===== src/verilog/mrp_regs.svh =====
// constants for the metering serial register port host controller
// assumes a 100 MHz system clock and a device sampling on shift clock falls
//
// Functional notes
// [RQ1] device returns to command waiting after power-on, reset or select fall
// [RQ2] every transaction opens with one command byte from the host
// [RQ3] command byte is eight bits, five low bits address the register
// [RQ4] command msb of one marks a register write
// [RQ5] command msb of zero marks a register read
// [RQ6] device finishes once the register lsb has moved, then waits again
// [RQ7] device samples input data on shift clock falls; host sets data earlier
// [RQ8] device changes output on shift clock rises; host samples on falls
// [RQ9] select fall reinitialises the device port and discards partial state
// [RQ10] select stays low through a transaction; raising it aborts
// [RQ11] with select tied low every transfer runs to its last bit
// [RQ12] write data capture starts on the fall right after the command
// [RQ13] each write byte completes at least 4 us after the previous one
// [RQ14] a write byte cut short by select rising is not committed
// [RQ15] data is one to three bytes, msb first, right justified
// [RQ16] device drives its output from the rise after the command byte
// [RQ17] device floats its output on the last clock fall of a read
// [RQ18] device floats its output when select rises during a read
// [RQ19] device snapshots the whole register when addressed for a read
// [RQ20] host waits at least 4 us after a write before a read command
// [RQ21] bits go msb first; the two command bits above the address are zero
`ifndef MRP_REGS_SVH
`define MRP_REGS_SVH

// controller register offsets
`define MRP_OFS_COMMAND 8'h00
`define MRP_OFS_WDATA   8'h04
`define MRP_OFS_RDATA   8'h08
`define MRP_OFS_STATUS  8'h0C
`define MRP_OFS_CONTROL 8'h10

// command register fields
`define MRP_CMD_WR_BIT  7
`define MRP_CMD_ADDR_HI 4
`define MRP_CMD_LEN_HI  9
`define MRP_CMD_LEN_LO  8

// status and control fields
`define MRP_STS_BUSY    0
`define MRP_STS_DONE    1
`define MRP_STS_ABORT   2
`define MRP_CTL_ABORT   0

// timing
`define MRP_CLK_NS      10
`define MRP_GAP_NS      4000
`define MRP_GAP_CYC     ((`MRP_GAP_NS + `MRP_CLK_NS - 1) / `MRP_CLK_NS)
`define MRP_HALF_CYC    8

// bus answers
`define MRP_RESP_OKAY   2'h0
`define MRP_RESP_SLVERR 2'h2

`endif


===== src/verilog/mrp_pkg.sv =====
// types for the metering serial register port host controller
// assumes nothing of its surroundings
`default_nettype none
package mrp_pkg;

  // transaction sequencer states, one-hot
  typedef enum logic [4:0] {
    ST_IDLE  = 5'h01,
    ST_SETUP = 5'h02,
    ST_SHIFT = 5'h04,
    ST_GAP   = 5'h08,
    ST_END   = 5'h10
  } mrp_state_e;

  typedef logic [31:0] mrp_word_t;

endpackage
`default_nettype wire


===== src/verilog/mrp_tick_if.sv =====
// half-period tick carrier between sequencer and divider
// assumes both ends run on the same clock
`timescale 1ns/10ps
`default_nettype none
interface mrp_tick_if;
  logic run;
  logic tick;
  modport gen (input run, output tick);
  modport use_side (output run, input tick);
endinterface
`default_nettype wire


===== src/verilog/mrp_tick_gen.sv =====
// divider giving one-cycle enables per shift clock half period
// assumes run drops between bursts so phase restarts cleanly
`timescale 1ns/10ps
`default_nettype none
`include "mrp_regs.svh"
module mrp_tick_gen (
  // clock and reset
  input  wire logic  clock,
  input  wire logic  reset,
  // tick carrier
  mrp_tick_if.gen    tk
);
  logic [3:0] cnt_ff;
  logic       tick_ff;
  wire        wrap = (cnt_ff == 4'(`MRP_HALF_CYC - 1));

  // count while running, restart when stopped
  always_ff @(posedge clock) begin
    if (reset || !tk.run) begin
      cnt_ff  <= 4'h0;
      tick_ff <= 1'b0;
    end else begin
      cnt_ff  <= wrap ? 4'h0 : cnt_ff + 4'h1;
      tick_ff <= wrap;
    end
  end

  assign tk.tick = tick_ff;
endmodule // mrp_tick_gen
`default_nettype wire


===== src/verilog/mrp_sync2.sv =====
// two-stage synchroniser for a pin input
// assumes the input is asynchronous to clock
`timescale 1ns/10ps
`default_nettype none
module mrp_sync2 (
  // clock and reset
  input  wire logic clock,
  input  wire logic reset,
  // data
  input  wire logic async_in,
  output var  logic sync_out
);
  logic meta_ff;

  // first stage feeds only the second
  always_ff @(posedge clock) begin
    if (reset) begin
      meta_ff  <= 1'b0;
      sync_out <= 1'b0;
    end else begin
      meta_ff  <= async_in;
      sync_out <= meta_ff;
    end
  end
endmodule // mrp_sync2
`default_nettype wire


===== src/verilog/mrp_host.sv =====
// host controller for the metering serial register port
// assumes an axi4-lite master on the bus side and the device on the pins
//
// Design decisions made here: the placing of the registers and the AXI4-Lite interface to the registers.
`timescale 1ns/10ps
`default_nettype none
`include "mrp_regs.svh"
module mrp_host (
  // clock and reset
  input  wire logic        clock,
  input  wire logic        reset,
  // axi4-lite write address
  input  wire logic [7:0]  s_axi_awaddr,
  input  wire logic        s_axi_awvalid,
  output var  logic        s_axi_awready,
  // axi4-lite write data
  input  wire logic [31:0] s_axi_wdata,
  input  wire logic [3:0]  s_axi_wstrb,
  input  wire logic        s_axi_wvalid,
  output var  logic        s_axi_wready,
  // axi4-lite write response
  output var  logic [1:0]  s_axi_bresp,
  output var  logic        s_axi_bvalid,
  input  wire logic        s_axi_bready,
  // axi4-lite read address
  input  wire logic [7:0]  s_axi_araddr,
  input  wire logic        s_axi_arvalid,
  output var  logic        s_axi_arready,
  // axi4-lite read data
  output var  logic [31:0] s_axi_rdata,
  output var  logic [1:0]  s_axi_rresp,
  output var  logic        s_axi_rvalid,
  input  wire logic        s_axi_rready,
  // device serial pins
  output var  logic        shift_clock,
  output var  logic        select_n,
  output var  logic        serial_in_pin,
  input  wire logic        serial_out_pin
);

  // bus side state
  logic        aw_hold_ff;
  logic        w_hold_ff;
  logic [7:0]  awaddr_ff;
  logic [31:0] wbus_ff;
  logic [3:0]  wstrb_ff;
  logic        awready_ff;
  logic        wready_ff;
  logic        bvalid_ff;
  logic [1:0]  bresp_ff;
  logic        arready_ff;
  logic        rvalid_ff;
  logic [31:0] rdata_ff;
  logic [1:0]  rresp_ff;

  // controller registers
  logic [9:0]  cmd_ff;
  logic [23:0] wdat_ff;
  logic        done_ff;
  logic        aborted_ff;

  // sequencer state
  mrp_pkg::mrp_state_e st_ff;
  mrp_pkg::mrp_state_e nxt_st;
  logic [31:0] tx_ff;
  logic [31:0] nxt_tx;
  logic [23:0] rx_ff;
  logic [23:0] nxt_rx;
  logic [5:0]  bit_cnt_ff;
  logic [5:0]  nxt_bit_cnt;
  logic [5:0]  total_ff;
  logic [8:0]  gap_cnt_ff;
  logic [8:0]  nxt_gap_cnt;
  logic        wr_ff;
  logic        sclk_ff;
  logic        nxt_sclk;
  logic        csn_ff;
  logic        nxt_csn;
  logic        din_ff;
  logic        nxt_din;
  logic        dout_s;

  // divider and input synchroniser
  mrp_tick_if tk ();

  mrp_tick_gen u_tick (
    .clock (clock),
    .reset (reset),
    .tk    (tk.gen)
  );

  mrp_sync2 u_sync (
    .clock    (clock),
    .reset    (reset),
    .async_in (serial_out_pin),
    .sync_out (dout_s)
  );

  // write channel handshakes
  wire aw_take = s_axi_awvalid & awready_ff;
  wire w_take  = s_axi_wvalid & wready_ff;
  wire wr_go   = aw_hold_ff & w_hold_ff & ~bvalid_ff;
  wire nxt_aw_hold = (aw_hold_ff | aw_take) & ~wr_go;
  wire nxt_w_hold  = (w_hold_ff | w_take) & ~wr_go;
  wire nxt_bvalid  = wr_go | (bvalid_ff & ~s_axi_bready);

  // read channel handshakes
  wire ar_take    = s_axi_arvalid & arready_ff;
  wire nxt_rvalid = ar_take | (rvalid_ff & ~s_axi_rready);

  // write address decode
  wire w_cmd = (awaddr_ff == `MRP_OFS_COMMAND);
  wire w_dat = (awaddr_ff == `MRP_OFS_WDATA);
  wire w_rdt = (awaddr_ff == `MRP_OFS_RDATA);
  wire w_sts = (awaddr_ff == `MRP_OFS_STATUS);
  wire w_ctl = (awaddr_ff == `MRP_OFS_CONTROL);
  wire w_ok  = w_cmd | w_dat | w_rdt | w_sts | w_ctl;

  // read address decode
  wire r_cmd = (s_axi_araddr == `MRP_OFS_COMMAND);
  wire r_dat = (s_axi_araddr == `MRP_OFS_WDATA);
  wire r_rdt = (s_axi_araddr == `MRP_OFS_RDATA);
  wire r_sts = (s_axi_araddr == `MRP_OFS_STATUS);
  wire r_ctl = (s_axi_araddr == `MRP_OFS_CONTROL);
  wire r_ok  = r_cmd | r_dat | r_rdt | r_sts | r_ctl;

  // register side effects of a bus write
  wire idle      = (st_ff == mrp_pkg::ST_IDLE);
  wire busy      = ~idle;
  wire start     = wr_go & w_cmd & idle & wstrb_ff[0];
  wire abort_req = wr_go & w_ctl & wstrb_ff[0] & wbus_ff[`MRP_CTL_ABORT];
  wire clr_done  = wr_go & w_sts & wstrb_ff[0] & wbus_ff[`MRP_STS_DONE];
  wire clr_abort = wr_go & w_sts & wstrb_ff[0] & wbus_ff[`MRP_STS_ABORT];

  // command word as loaded at start
  wire [9:0] ld_cmd = {wbus_ff[9:8], wstrb_ff[0] ? wbus_ff[7:0] : 8'h00};
  wire [1:0] ld_len = (ld_cmd[9:8] == 2'h0) ? 2'h1 : ld_cmd[9:8]; // RQ15
  wire [7:0] cmd8   = {ld_cmd[`MRP_CMD_WR_BIT], 2'b00,
                       ld_cmd[`MRP_CMD_ADDR_HI:0]}; // RQ3 RQ21
  wire [5:0] ld_total = {1'b0, ld_len, 3'b000} + 6'd8;

  // right-justified data placed behind the command byte
  wire [23:0] tx_data = (ld_len == 2'h1) ? {wdat_ff[7:0], 16'h0000} :
                        (ld_len == 2'h2) ? {wdat_ff[15:0], 8'h00} :
                        wdat_ff; // RQ15
  wire [31:0] tx_load = {cmd8, tx_data}; // RQ2

  // read data selection
  wire [31:0] rd_mux =
    r_cmd ? {22'h00_0000, cmd_ff} :
    r_dat ? {8'h00, wdat_ff} :
    r_rdt ? {8'h00, rx_ff} :
    r_sts ? {29'h0000_0000, aborted_ff, done_ff, busy} :
    32'h0000_0000;

  // sequencer helpers
  wire last_bit  = (bit_cnt_ff == total_ff);
  wire byte_edge = (bit_cnt_ff[2:0] == 3'h0);
  wire gap_over  = (gap_cnt_ff == 9'(`MRP_GAP_CYC - 1));
  wire data_ph   = (bit_cnt_ff >= 6'd8);
  assign tk.run  = st_ff inside {mrp_pkg::ST_SETUP, mrp_pkg::ST_SHIFT};

  // bus channel flops
  always_ff @(posedge clock) begin
    if (reset) begin
      aw_hold_ff <= 1'b0;
      w_hold_ff  <= 1'b0;
      awready_ff <= 1'b0;
      wready_ff  <= 1'b0;
      bvalid_ff  <= 1'b0;
      arready_ff <= 1'b0;
      rvalid_ff  <= 1'b0;
    end else begin
      aw_hold_ff <= nxt_aw_hold;
      w_hold_ff  <= nxt_w_hold;
      awready_ff <= ~nxt_aw_hold & ~nxt_bvalid;
      wready_ff  <= ~nxt_w_hold & ~nxt_bvalid;
      bvalid_ff  <= nxt_bvalid;
      arready_ff <= ~nxt_rvalid;
      rvalid_ff  <= nxt_rvalid;
    end
  end

  // bus payload capture
  always_ff @(posedge clock) begin
    if (reset) begin
      awaddr_ff <= 8'h00;
      wbus_ff   <= 32'h0000_0000;
      wstrb_ff  <= 4'h0;
      bresp_ff  <= `MRP_RESP_OKAY;
      rdata_ff  <= 32'h0000_0000;
      rresp_ff  <= `MRP_RESP_OKAY;
    end else begin
      if (aw_take) awaddr_ff <= s_axi_awaddr;
      if (w_take) wbus_ff <= s_axi_wdata;
      if (w_take) wstrb_ff <= s_axi_wstrb;
      if (wr_go) bresp_ff <= w_ok ? `MRP_RESP_OKAY : `MRP_RESP_SLVERR;
      if (ar_take) rdata_ff <= rd_mux;
      if (ar_take) rresp_ff <= r_ok ? `MRP_RESP_OKAY : `MRP_RESP_SLVERR;
    end
  end

  // write data register, one byte lane each
  for (genvar gi = 0; gi < 3; gi++) begin : g_wlane
    always_ff @(posedge clock) begin
      if (reset) begin
        wdat_ff[gi*8 +: 8] <= 8'h00;
      end else if (wr_go && w_dat && wstrb_ff[gi] && idle) begin
        wdat_ff[gi*8 +: 8] <= wbus_ff[gi*8 +: 8];
      end
    end
  end

  // command register and sticky flags, set wins over clear
  always_ff @(posedge clock) begin
    if (reset) begin
      cmd_ff     <= 10'h000;
      done_ff    <= 1'b0;
      aborted_ff <= 1'b0;
    end else begin
      if (start) cmd_ff <= ld_cmd;
      done_ff    <= (st_ff == mrp_pkg::ST_END) | (done_ff & ~clr_done);
      aborted_ff <= (abort_req & busy) | (aborted_ff & ~clr_abort);
    end
  end

  // sequencer next state
  always_comb begin
    nxt_st      = st_ff;
    nxt_tx      = tx_ff;
    nxt_rx      = rx_ff;
    nxt_bit_cnt = bit_cnt_ff;
    nxt_gap_cnt = 9'h000;
    nxt_sclk    = sclk_ff;
    nxt_csn     = csn_ff;
    nxt_din     = din_ff;
    unique case (st_ff)
      mrp_pkg::ST_IDLE: begin
        if (start) begin
          nxt_st      = mrp_pkg::ST_SETUP;
          nxt_csn     = 1'b0; // RQ10
          nxt_sclk    = 1'b1;
          nxt_tx      = tx_load;
          nxt_din     = tx_load[31]; // RQ21
          nxt_bit_cnt = 6'h00;
          nxt_rx      = 24'h00_0000;
        end
      end
      mrp_pkg::ST_SETUP: begin
        if (tk.tick) nxt_st = mrp_pkg::ST_SHIFT;
      end
      mrp_pkg::ST_SHIFT: begin
        if (tk.tick && sclk_ff) begin
          nxt_sclk    = 1'b0; // RQ7
          nxt_bit_cnt = bit_cnt_ff + 6'h01;
          if (!wr_ff && data_ph) nxt_rx = {rx_ff[22:0], dout_s}; // RQ8
        end else if (tk.tick) begin
          nxt_sclk = 1'b1;
          nxt_tx   = {tx_ff[30:0], 1'b0};
          nxt_din  = tx_ff[30];
          if (last_bit) begin
            nxt_st = wr_ff ? mrp_pkg::ST_GAP : mrp_pkg::ST_END; // RQ11
          end else if (wr_ff && byte_edge) begin
            nxt_st = mrp_pkg::ST_GAP; // RQ13
          end
        end
      end
      mrp_pkg::ST_GAP: begin
        nxt_gap_cnt = gap_cnt_ff + 9'h001;
        if (gap_over) begin
          nxt_st      = last_bit ? mrp_pkg::ST_END : mrp_pkg::ST_SHIFT;
          nxt_gap_cnt = 9'h000; // RQ20
        end
      end
      mrp_pkg::ST_END: begin
        nxt_st  = mrp_pkg::ST_IDLE;
        nxt_csn = 1'b1;
      end
    endcase
    if (abort_req && busy) begin
      nxt_st   = mrp_pkg::ST_IDLE;
      nxt_csn  = 1'b1; // RQ10
      nxt_sclk = 1'b1;
    end
  end

  // sequencer flops
  always_ff @(posedge clock) begin
    if (reset) begin
      st_ff      <= mrp_pkg::ST_IDLE;
      tx_ff      <= 32'h0000_0000;
      rx_ff      <= 24'h00_0000;
      bit_cnt_ff <= 6'h00;
      gap_cnt_ff <= 9'h000;
      sclk_ff    <= 1'b1;
      csn_ff     <= 1'b1;
      din_ff     <= 1'b0;
    end else begin
      st_ff      <= nxt_st;
      tx_ff      <= nxt_tx;
      rx_ff      <= nxt_rx;
      bit_cnt_ff <= nxt_bit_cnt;
      gap_cnt_ff <= nxt_gap_cnt;
      sclk_ff    <= nxt_sclk;
      csn_ff     <= nxt_csn;
      din_ff     <= nxt_din;
    end
  end

  // transfer shape latched at start
  always_ff @(posedge clock) begin
    if (reset) begin
      wr_ff    <= 1'b0;
      total_ff <= 6'h00;
    end else if (start) begin
      wr_ff    <= ld_cmd[`MRP_CMD_WR_BIT]; // RQ4 RQ5
      total_ff <= ld_total;
    end
  end

  // outputs straight from flops
  assign s_axi_awready = awready_ff;
  assign s_axi_wready  = wready_ff;
  assign s_axi_bvalid  = bvalid_ff;
  assign s_axi_bresp   = bresp_ff;
  assign s_axi_arready = arready_ff;
  assign s_axi_rvalid  = rvalid_ff;
  assign s_axi_rdata   = rdata_ff;
  assign s_axi_rresp   = rresp_ff;
  assign shift_clock   = sclk_ff;
  assign select_n      = csn_ff;
  assign serial_in_pin = din_ff;
endmodule // mrp_host
`default_nettype wire


===== config.mk =====
export PLATFORM = sky130hd
export DESIGN_NAME = mrp_host
export DESIGN_NICKNAME = d
export VERILOG_FILES = /design/src/verilog/mrp_pkg.sv /design/src/verilog/mrp_tick_if.sv /design/src/verilog/mrp_tick_gen.sv /design/src/verilog/mrp_sync2.sv /design/src/verilog/mrp_host.sv
export VERILOG_INCLUDE_DIRS = /design/src /design/src/verilog
export SDC_FILE = /design/constraint.sdc
export NUM_CORES = 1
export LEC_CHECK = 0
export ABC_CLOCK_PERIOD_IN_PS = 5150
export BUFFER_PORTS_ARGS = -buffer_cell sky130_fd_sc_hd__clkbuf_2
export CAP_MARGIN = 10
export CORE_MARGIN = 3
export CORE_UTILIZATION = 40
export CTS_CLUSTER_SIZE = 30
export DETAILED_ROUTE_END_ITERATION = 16
export GPL_TIMING_DRIVEN = 0
export PLACE_DENSITY = 0.57
export SYNTH_ARGS = -nofsm -noshare
export SYNTH_HDL_FRONTEND = slang
export SYNTH_HIERARCHICAL = 1
export SYNTH_SLANG_ARGS = --single-unit

===== constraint.sdc =====
create_clock -name clock -period 5.15 [get_ports clock]
set_clock_uncertainty 0.05 [all_clocks]
set_input_delay 0.515 -clock clock [delete_from_list [all_inputs] [get_ports clock]]
set_output_delay 0.515 -clock clock [all_outputs]
set_load 0.01 [all_outputs]

Yosys cells after proc, flatten, opt, wreduce, memory -nomap -nowiden
Cells that the tools add are included.
{"block": "totals", "rom_bits": 0, "output_inout_bits": 44, "n_memories": 0, "word_cells": 186, "mem_bits_rw": 0, "latchBits": 0, "reg_bits": 206}
{"block": "op_classes", "n_addsub": 4, "n_bitwise": 50, "shifts": 0, "order_cmp": 1, "mul": 0, "n_div": 0, "eq_ne": 27, "n_reduce_logical": 30, "n_mux": 41}
{"cell": "two-way mux 24 bit", "count": 8}
{"cell": "two-way mux 31 bit", "count": 3}
{"cell": "one-hot mux 31 bit (2 select lines)", "count": 1}
{"cell": "one-hot mux 24 bit (2 select lines)", "count": 1}
{"cell": "two-way mux 5 bit", "count": 9}
{"cell": "equality test 8 x 4 -> 1 bit (second input constant)", "count": 4}
{"cell": "one-hot mux 5 bit (5 select lines)", "count": 1}
{"cell": "AND 1 bit", "count": 24}
{"cell": "equality test 8 x 3 -> 1 bit (second input constant)", "count": 2}
{"cell": "equality test 8 x 5 -> 1 bit (second input constant)", "count": 2}
{"cell": "zero test 8 bit", "count": 2}
{"cell": "bitwise OR 1 bit", "count": 14}
{"cell": "two-way mux 6 bit", "count": 2}
{"cell": "NOT 1 bit", "count": 12}
{"cell": "one-hot mux 6 bit (2 select lines)", "count": 1}
{"cell": "logical AND 1 bit", "count": 11}
{"cell": "inequality test 2 x 1 -> 1 bit (second input constant)", "count": 5}
{"cell": "adder 9 x 1 -> 9 bit (second input constant)", "count": 1}
{"cell": "equality test 9 bit (second input constant)", "count": 1}
{"cell": "two-way mux 8 bit", "count": 1}
{"cell": "AND reduction 4 bit", "count": 2}
{"cell": "two-way mux 1 bit", "count": 7}
{"cell": "adder 5 x 4 -> 6 bit (second input constant)", "count": 1}
{"cell": "adder 6 x 1 -> 6 bit (second input constant)", "count": 1}
{"cell": "27 further kinds", "count": 37}

Longest topological paths before layout
{"block": "logic_depth", "word_depth": 8, "depth_mapped": 8}

Hierarchy
Netlist, hierarchy kept.
{"module": "mrp_host", "seq_area_each_um2": 3703.6, "area_each_um2": 7827.5, "cells_each": 956, "n_inst": 1}
{"module": "mrp_tick_gen", "seq_area_each_um2": 100.1, "area_each_um2": 187.7, "cells_each": 18, "n_inst": 1}
{"module": "mrp_sync2", "seq_area_each_um2": 40.0, "area_each_um2": 52.6, "cells_each": 4, "n_inst": 1}

Least setup slack after synthesis
OpenSTA, ideal clock, no wires.
{"block": "synth_timing", "path_type": "input port to flip-flop", "start": "in s_axi_araddr[5]", "end": "reg rdata_ff[0] (netlist: s_axi_rdata[0])", "path_stages": 7, "arrival_ns": 2.247, "slack_ns": 2.767, "required_ns": 5.014, "setup_time_ns": 0.086, "n_path_buf": 2, "cell_sequence": "or4_1 or3_1 clkbuf_1 and2b_1 buf_2 a2bb2oi_1 a211oi_1"}
{"block": "synth_between", "elab_chain_len": 5}
{"element": "from (decl)", "line": "mrp_host.sv:26", "rtl": "input wire logic [7:0] s_axi_araddr,"}
{"element": "equality test 8 x 4 -> 1 bit (no line)"}
{"element": "two-way mux 3 bit", "line": "mrp_host.sv:153", "rtl": "r_sts ? {29'h0000_0000, aborted_ff, done_ff, busy} :"}
{"element": "two-way mux 24 bit", "line": "mrp_host.sv:152", "rtl": "r_rdt ? {8'h00, rx_ff} :"}
{"element": "two-way mux 24 bit", "line": "mrp_host.sv:151", "rtl": "r_dat ? {8'h00, wdat_ff} :"}
{"element": "two-way mux 24 bit *", "line": "mrp_host.sv:150", "rtl": "r_cmd ? {22'h00_0000, cmd_ff} :"}
{"element": "to (signal assigned)", "line": "mrp_host.sv:198", "rtl": "if (ar_take) rdata_ff <= rd_mux;"}
{"element": "to (decl)", "line": "mrp_host.sv:53", "rtl": "logic [31:0] rdata_ff;"}
Every way passes the cells marked *; elsewhere a longest branch is shown, timed or not.
A chain may end at the register's enable or synchronous reset.

Final worst setup path
{"block": "layout_timing", "start": "reg st_ff[2]", "end": "reg rx_ff[0]"}
{"block": "layout_between", "elab_chain_len": 5}
{"element": "from (decl)", "line": "mrp_host.sv:63", "rtl": "mrp_pkg::mrp_state_e st_ff;"}
{"element": "from (signal assigned)", "line": "mrp_host.sv:290", "rtl": "st_ff <= mrp_pkg::ST_IDLE;"}
{"element": "from (signal assigned)", "line": "mrp_host.sv:299", "rtl": "st_ff <= nxt_st;"}
{"element": "equality test 5 x 1 -> 1 bit", "line": "mrp_host.sv:128, mrp_host.sv:237"}
{"element": "AND 1 bit (2 in a row)", "line": "mrp_host.sv:130", "rtl": "wire start = wr_go & w_cmd & idle & wstrb_ff[0];"}
{"element": "inequality test 2 x 1 -> 1 bit (no line)"}
{"element": "AND reduction 4 bit (no line)"}
{"element": "to (signal assigned)", "line": "mrp_host.sv:301", "rtl": "rx_ff <= nxt_rx;"}
{"element": "to (decl)", "line": "mrp_host.sv:67", "rtl": "logic [23:0] rx_ff;"}
Parallel ways exist; a longest one is shown, timed or not.

==> flow_summary.toml <==
[cts]
postCtsHoldBufs = 0
postCtsSetupBuffers = 0
numClockSinks = 192
htreeDepth = 4
clk_pin_slew_ps = 80
cts_tree = "yes"
cts-buffers-inserted = 17
clockBufferDepth = 2
cts_resized = 0
root_buffer = "clkbuf_16"
insertion_delay_ps = 430

[detailed_routing]
ant_nets = 0
vias_per_cell = 5.151
wl_per_cell_um = 16.88
route.detailed.drc = 0
dr.pass1.iters = 5
dr_total_vias = 7047
drtIter0Drc = 393
finalWirelength_mm = 23.09

[power]
p_leak_nw = 3.615
clkPwrFrac = 0.417
internal_power_mw = 2.309
power.share.switching = 0.2628
power.density_nw_per_um2 = 332.2
vdd_drop_max_v = 0.0002325
switchingPower_mw = 0.8234
power.share.sequential = 0.495
combPwrFrac = 0.088

[synth]
synthFlopType = "dfxtp_1"
yosysWarnings = 6
synthTopCellsByArea = "dfxtp_1 (48%), nand2_1 (8.0%), a21oi_1 (7.6%)"
synth_cell_types = 54
synth_top_area_frac = 0.4764
syn_area_um2 = 8068
synth_edf_count = 0
netlist_instances = 978
synthArstFlopShare = 0
yosysTopAreaCell = "dfxtp_1"
avgSynthCellArea_um2 = 8.249
ys_ff_latch = 192
yosysSeqAreaShare = 0.4764

[critical_path]
max_stage_delay_ps = 770
cp_slowest_cell = "nor3_1"
start_kind = "flip-flop"
crit_chain = "nor2b_1, nand4_1, nor3_1, clkbuf_1, nand3b_1, o31ai_1"
path_buf_inv = 1
worstPathArrival_ps = 2940
crit_type = "flip-flop to flip-flop"
cp_max_fo = 10
path_delay_family = "simple AND/OR/NAND/NOR gates"
cp.required_ps = 5450
worstSetupEndpointType = "flip-flop"

[floorplan]
ioPinCount = 104
die_h_um = 148.0
initial_core_util = 0.4105
placementRows = 51
fp.dieW_um = 148.0
die-area_um2 = 21910
coreArea_um2 = 19650

[global_routing]
antenna_found_initial = 0
track_usage = 0.2146
grt_pass1_wl_mm = 37.08
overflow = 0
grt_pass1_vias = 6645
grt_max_degree = 19

[worst_hold_path]
hold_path_class = "primary input to flip-flop"

[timing]
rsz0062_at_grt = "false"
fin_tns_setup_ps = 0
max_freq_mhz = 377.9
hold_viol = 0
fin_crit_sh = 0.5139
worstMarginPinSlew_ps = 860.9
finalCriticalPeriod_ps = 2646
setup_slack_ps = 2504
slew_viol_final = 0
relSlewSlack = 0.4261
setup_viol = 0

[finish]
drive_gt1_frac = 0.1414
syn_to_final_growth_pct = 16.87
mostFrequentLayoutCell = "dfxtp_1"
diodes = 0
final_cell_mix = "dfxtp_1 (192), nand2_1 (171), a21oi_1 (123)"
fin_nets = 1154

[outcome]
status = "complete, no violations"

[place]
pre_cts_slack_ps = 2353
gp_congestion = 0.8623
hpwl_mm = 17.10
io_buffers = 84

[run]
drv_cap = 0
## registers in the layout, summed over array words and instances (netlist names), 5 cells and up
name,cells
rx_ff,24
bit_cnt_ff,6
wdat_ff,24
s_axi_rdata,24
awaddr_ff,8
st_ff,5
wbus_ff,24
tx_ff,31
cmd_ff,10
gap_cnt_ff,9
## through the flow
stage / hold WS [ps] / utilization / instance area [um2] / total power, mW / std cells
2_1_floorplan: 363.2 / - / 8102 / 1.760 / 987
3_3_place_gp: 378.7 / 0.4505 / 8853 / 1.859 / 1336
3_5_place_dp: 382.6 / 0.4505 / 8853 / 1.861 / 1336
4_1_cts: 230.0 / 0.4798 / 9429 / 3.156 / 1368
5_1_grt: 244.7 / 0.4798 / 9429 / 3.250 / 1368
6_report: 239.3 / 0.4798 / 9429 / 3.133 / 1368
## Yosys cell counts, types with 12 or more instances
cell	n
a21oi_1	123
nand2_1	171
mux2i_1	34
nor3_1	24
nor2b_1	14
clkbuf_1	56
a211oi_1	40
nor2_1	116
o21ai_0	15
and3_1	23
dfxtp_1	192
a221oi_1	14
nand3_1	12
inv_1	17
## per-layer routing
layer	routed length [um]	global-route usage	vias to the layer above
met3	938	0.03096	25
met2	10650	0.3435	154
li1	-	-	3587
met5	0	0	-
met4	372	0.06236	0
met1	11130	0.3027	3281
## worst paths after layout
check | from | end | slack, ps | depth (start not counted)
setup / recovery | st_ff[2]$_SDFFE_PP0P_ | rx_ff[0]$_SDFFE_PP0P_ | 2500 | 6
hold / removal | reset | u_sync/meta_ff$_SDFF_PP0_ | 240 | 2
setup reg to reg | st_ff[2]$_SDFFE_PP0P_ | rx_ff[0]$_SDFFE_PP0P_ | 2500 | 6
hold reg to reg | gap_cnt_ff[0]$_SDFF_PP0_ | gap_cnt_ff[0]$_SDFF_PP0_ | 400 | 1
## layout make-up
type                       instances  area [um2]
fill                            2035       10220
sequential                       192        3844
multi-input combinational        697        3837
clock buffer                      17       425.4
timing repair buffer              84       420.4
buffer                            81       356.6
tap                              265       331.6
clock inverter                    15       150.1
inverter                          17       63.81
## kinds of logic after synthesis
group,count (synthesis),share of synthesized area
simple gates,415,0.2382
compound gates,213,0.1601
flops,192,0.4764
buf+inv,98,0.05211
mux,39,0.04916
xor+xnor,16,0.01737
fa+ha+maj,4,0.006204
other cells,1,0.0004648
## power groups by stage
stage / combinational [mW] / sequential (mW) / clock, mW
final: 0.275 / 1.55 / 1.31
after global routing: 0.307 / 1.56 / 1.39
after CTS: 0.276 / 1.55 / 1.33
after detailed placement: 0.275 / 1.59 / 0
after global placement: 0.274 / 1.58 / 0
after floorplan: 0.179 / 1.58 / 0
No activity file was read; power rests on OpenSTA's default activity.
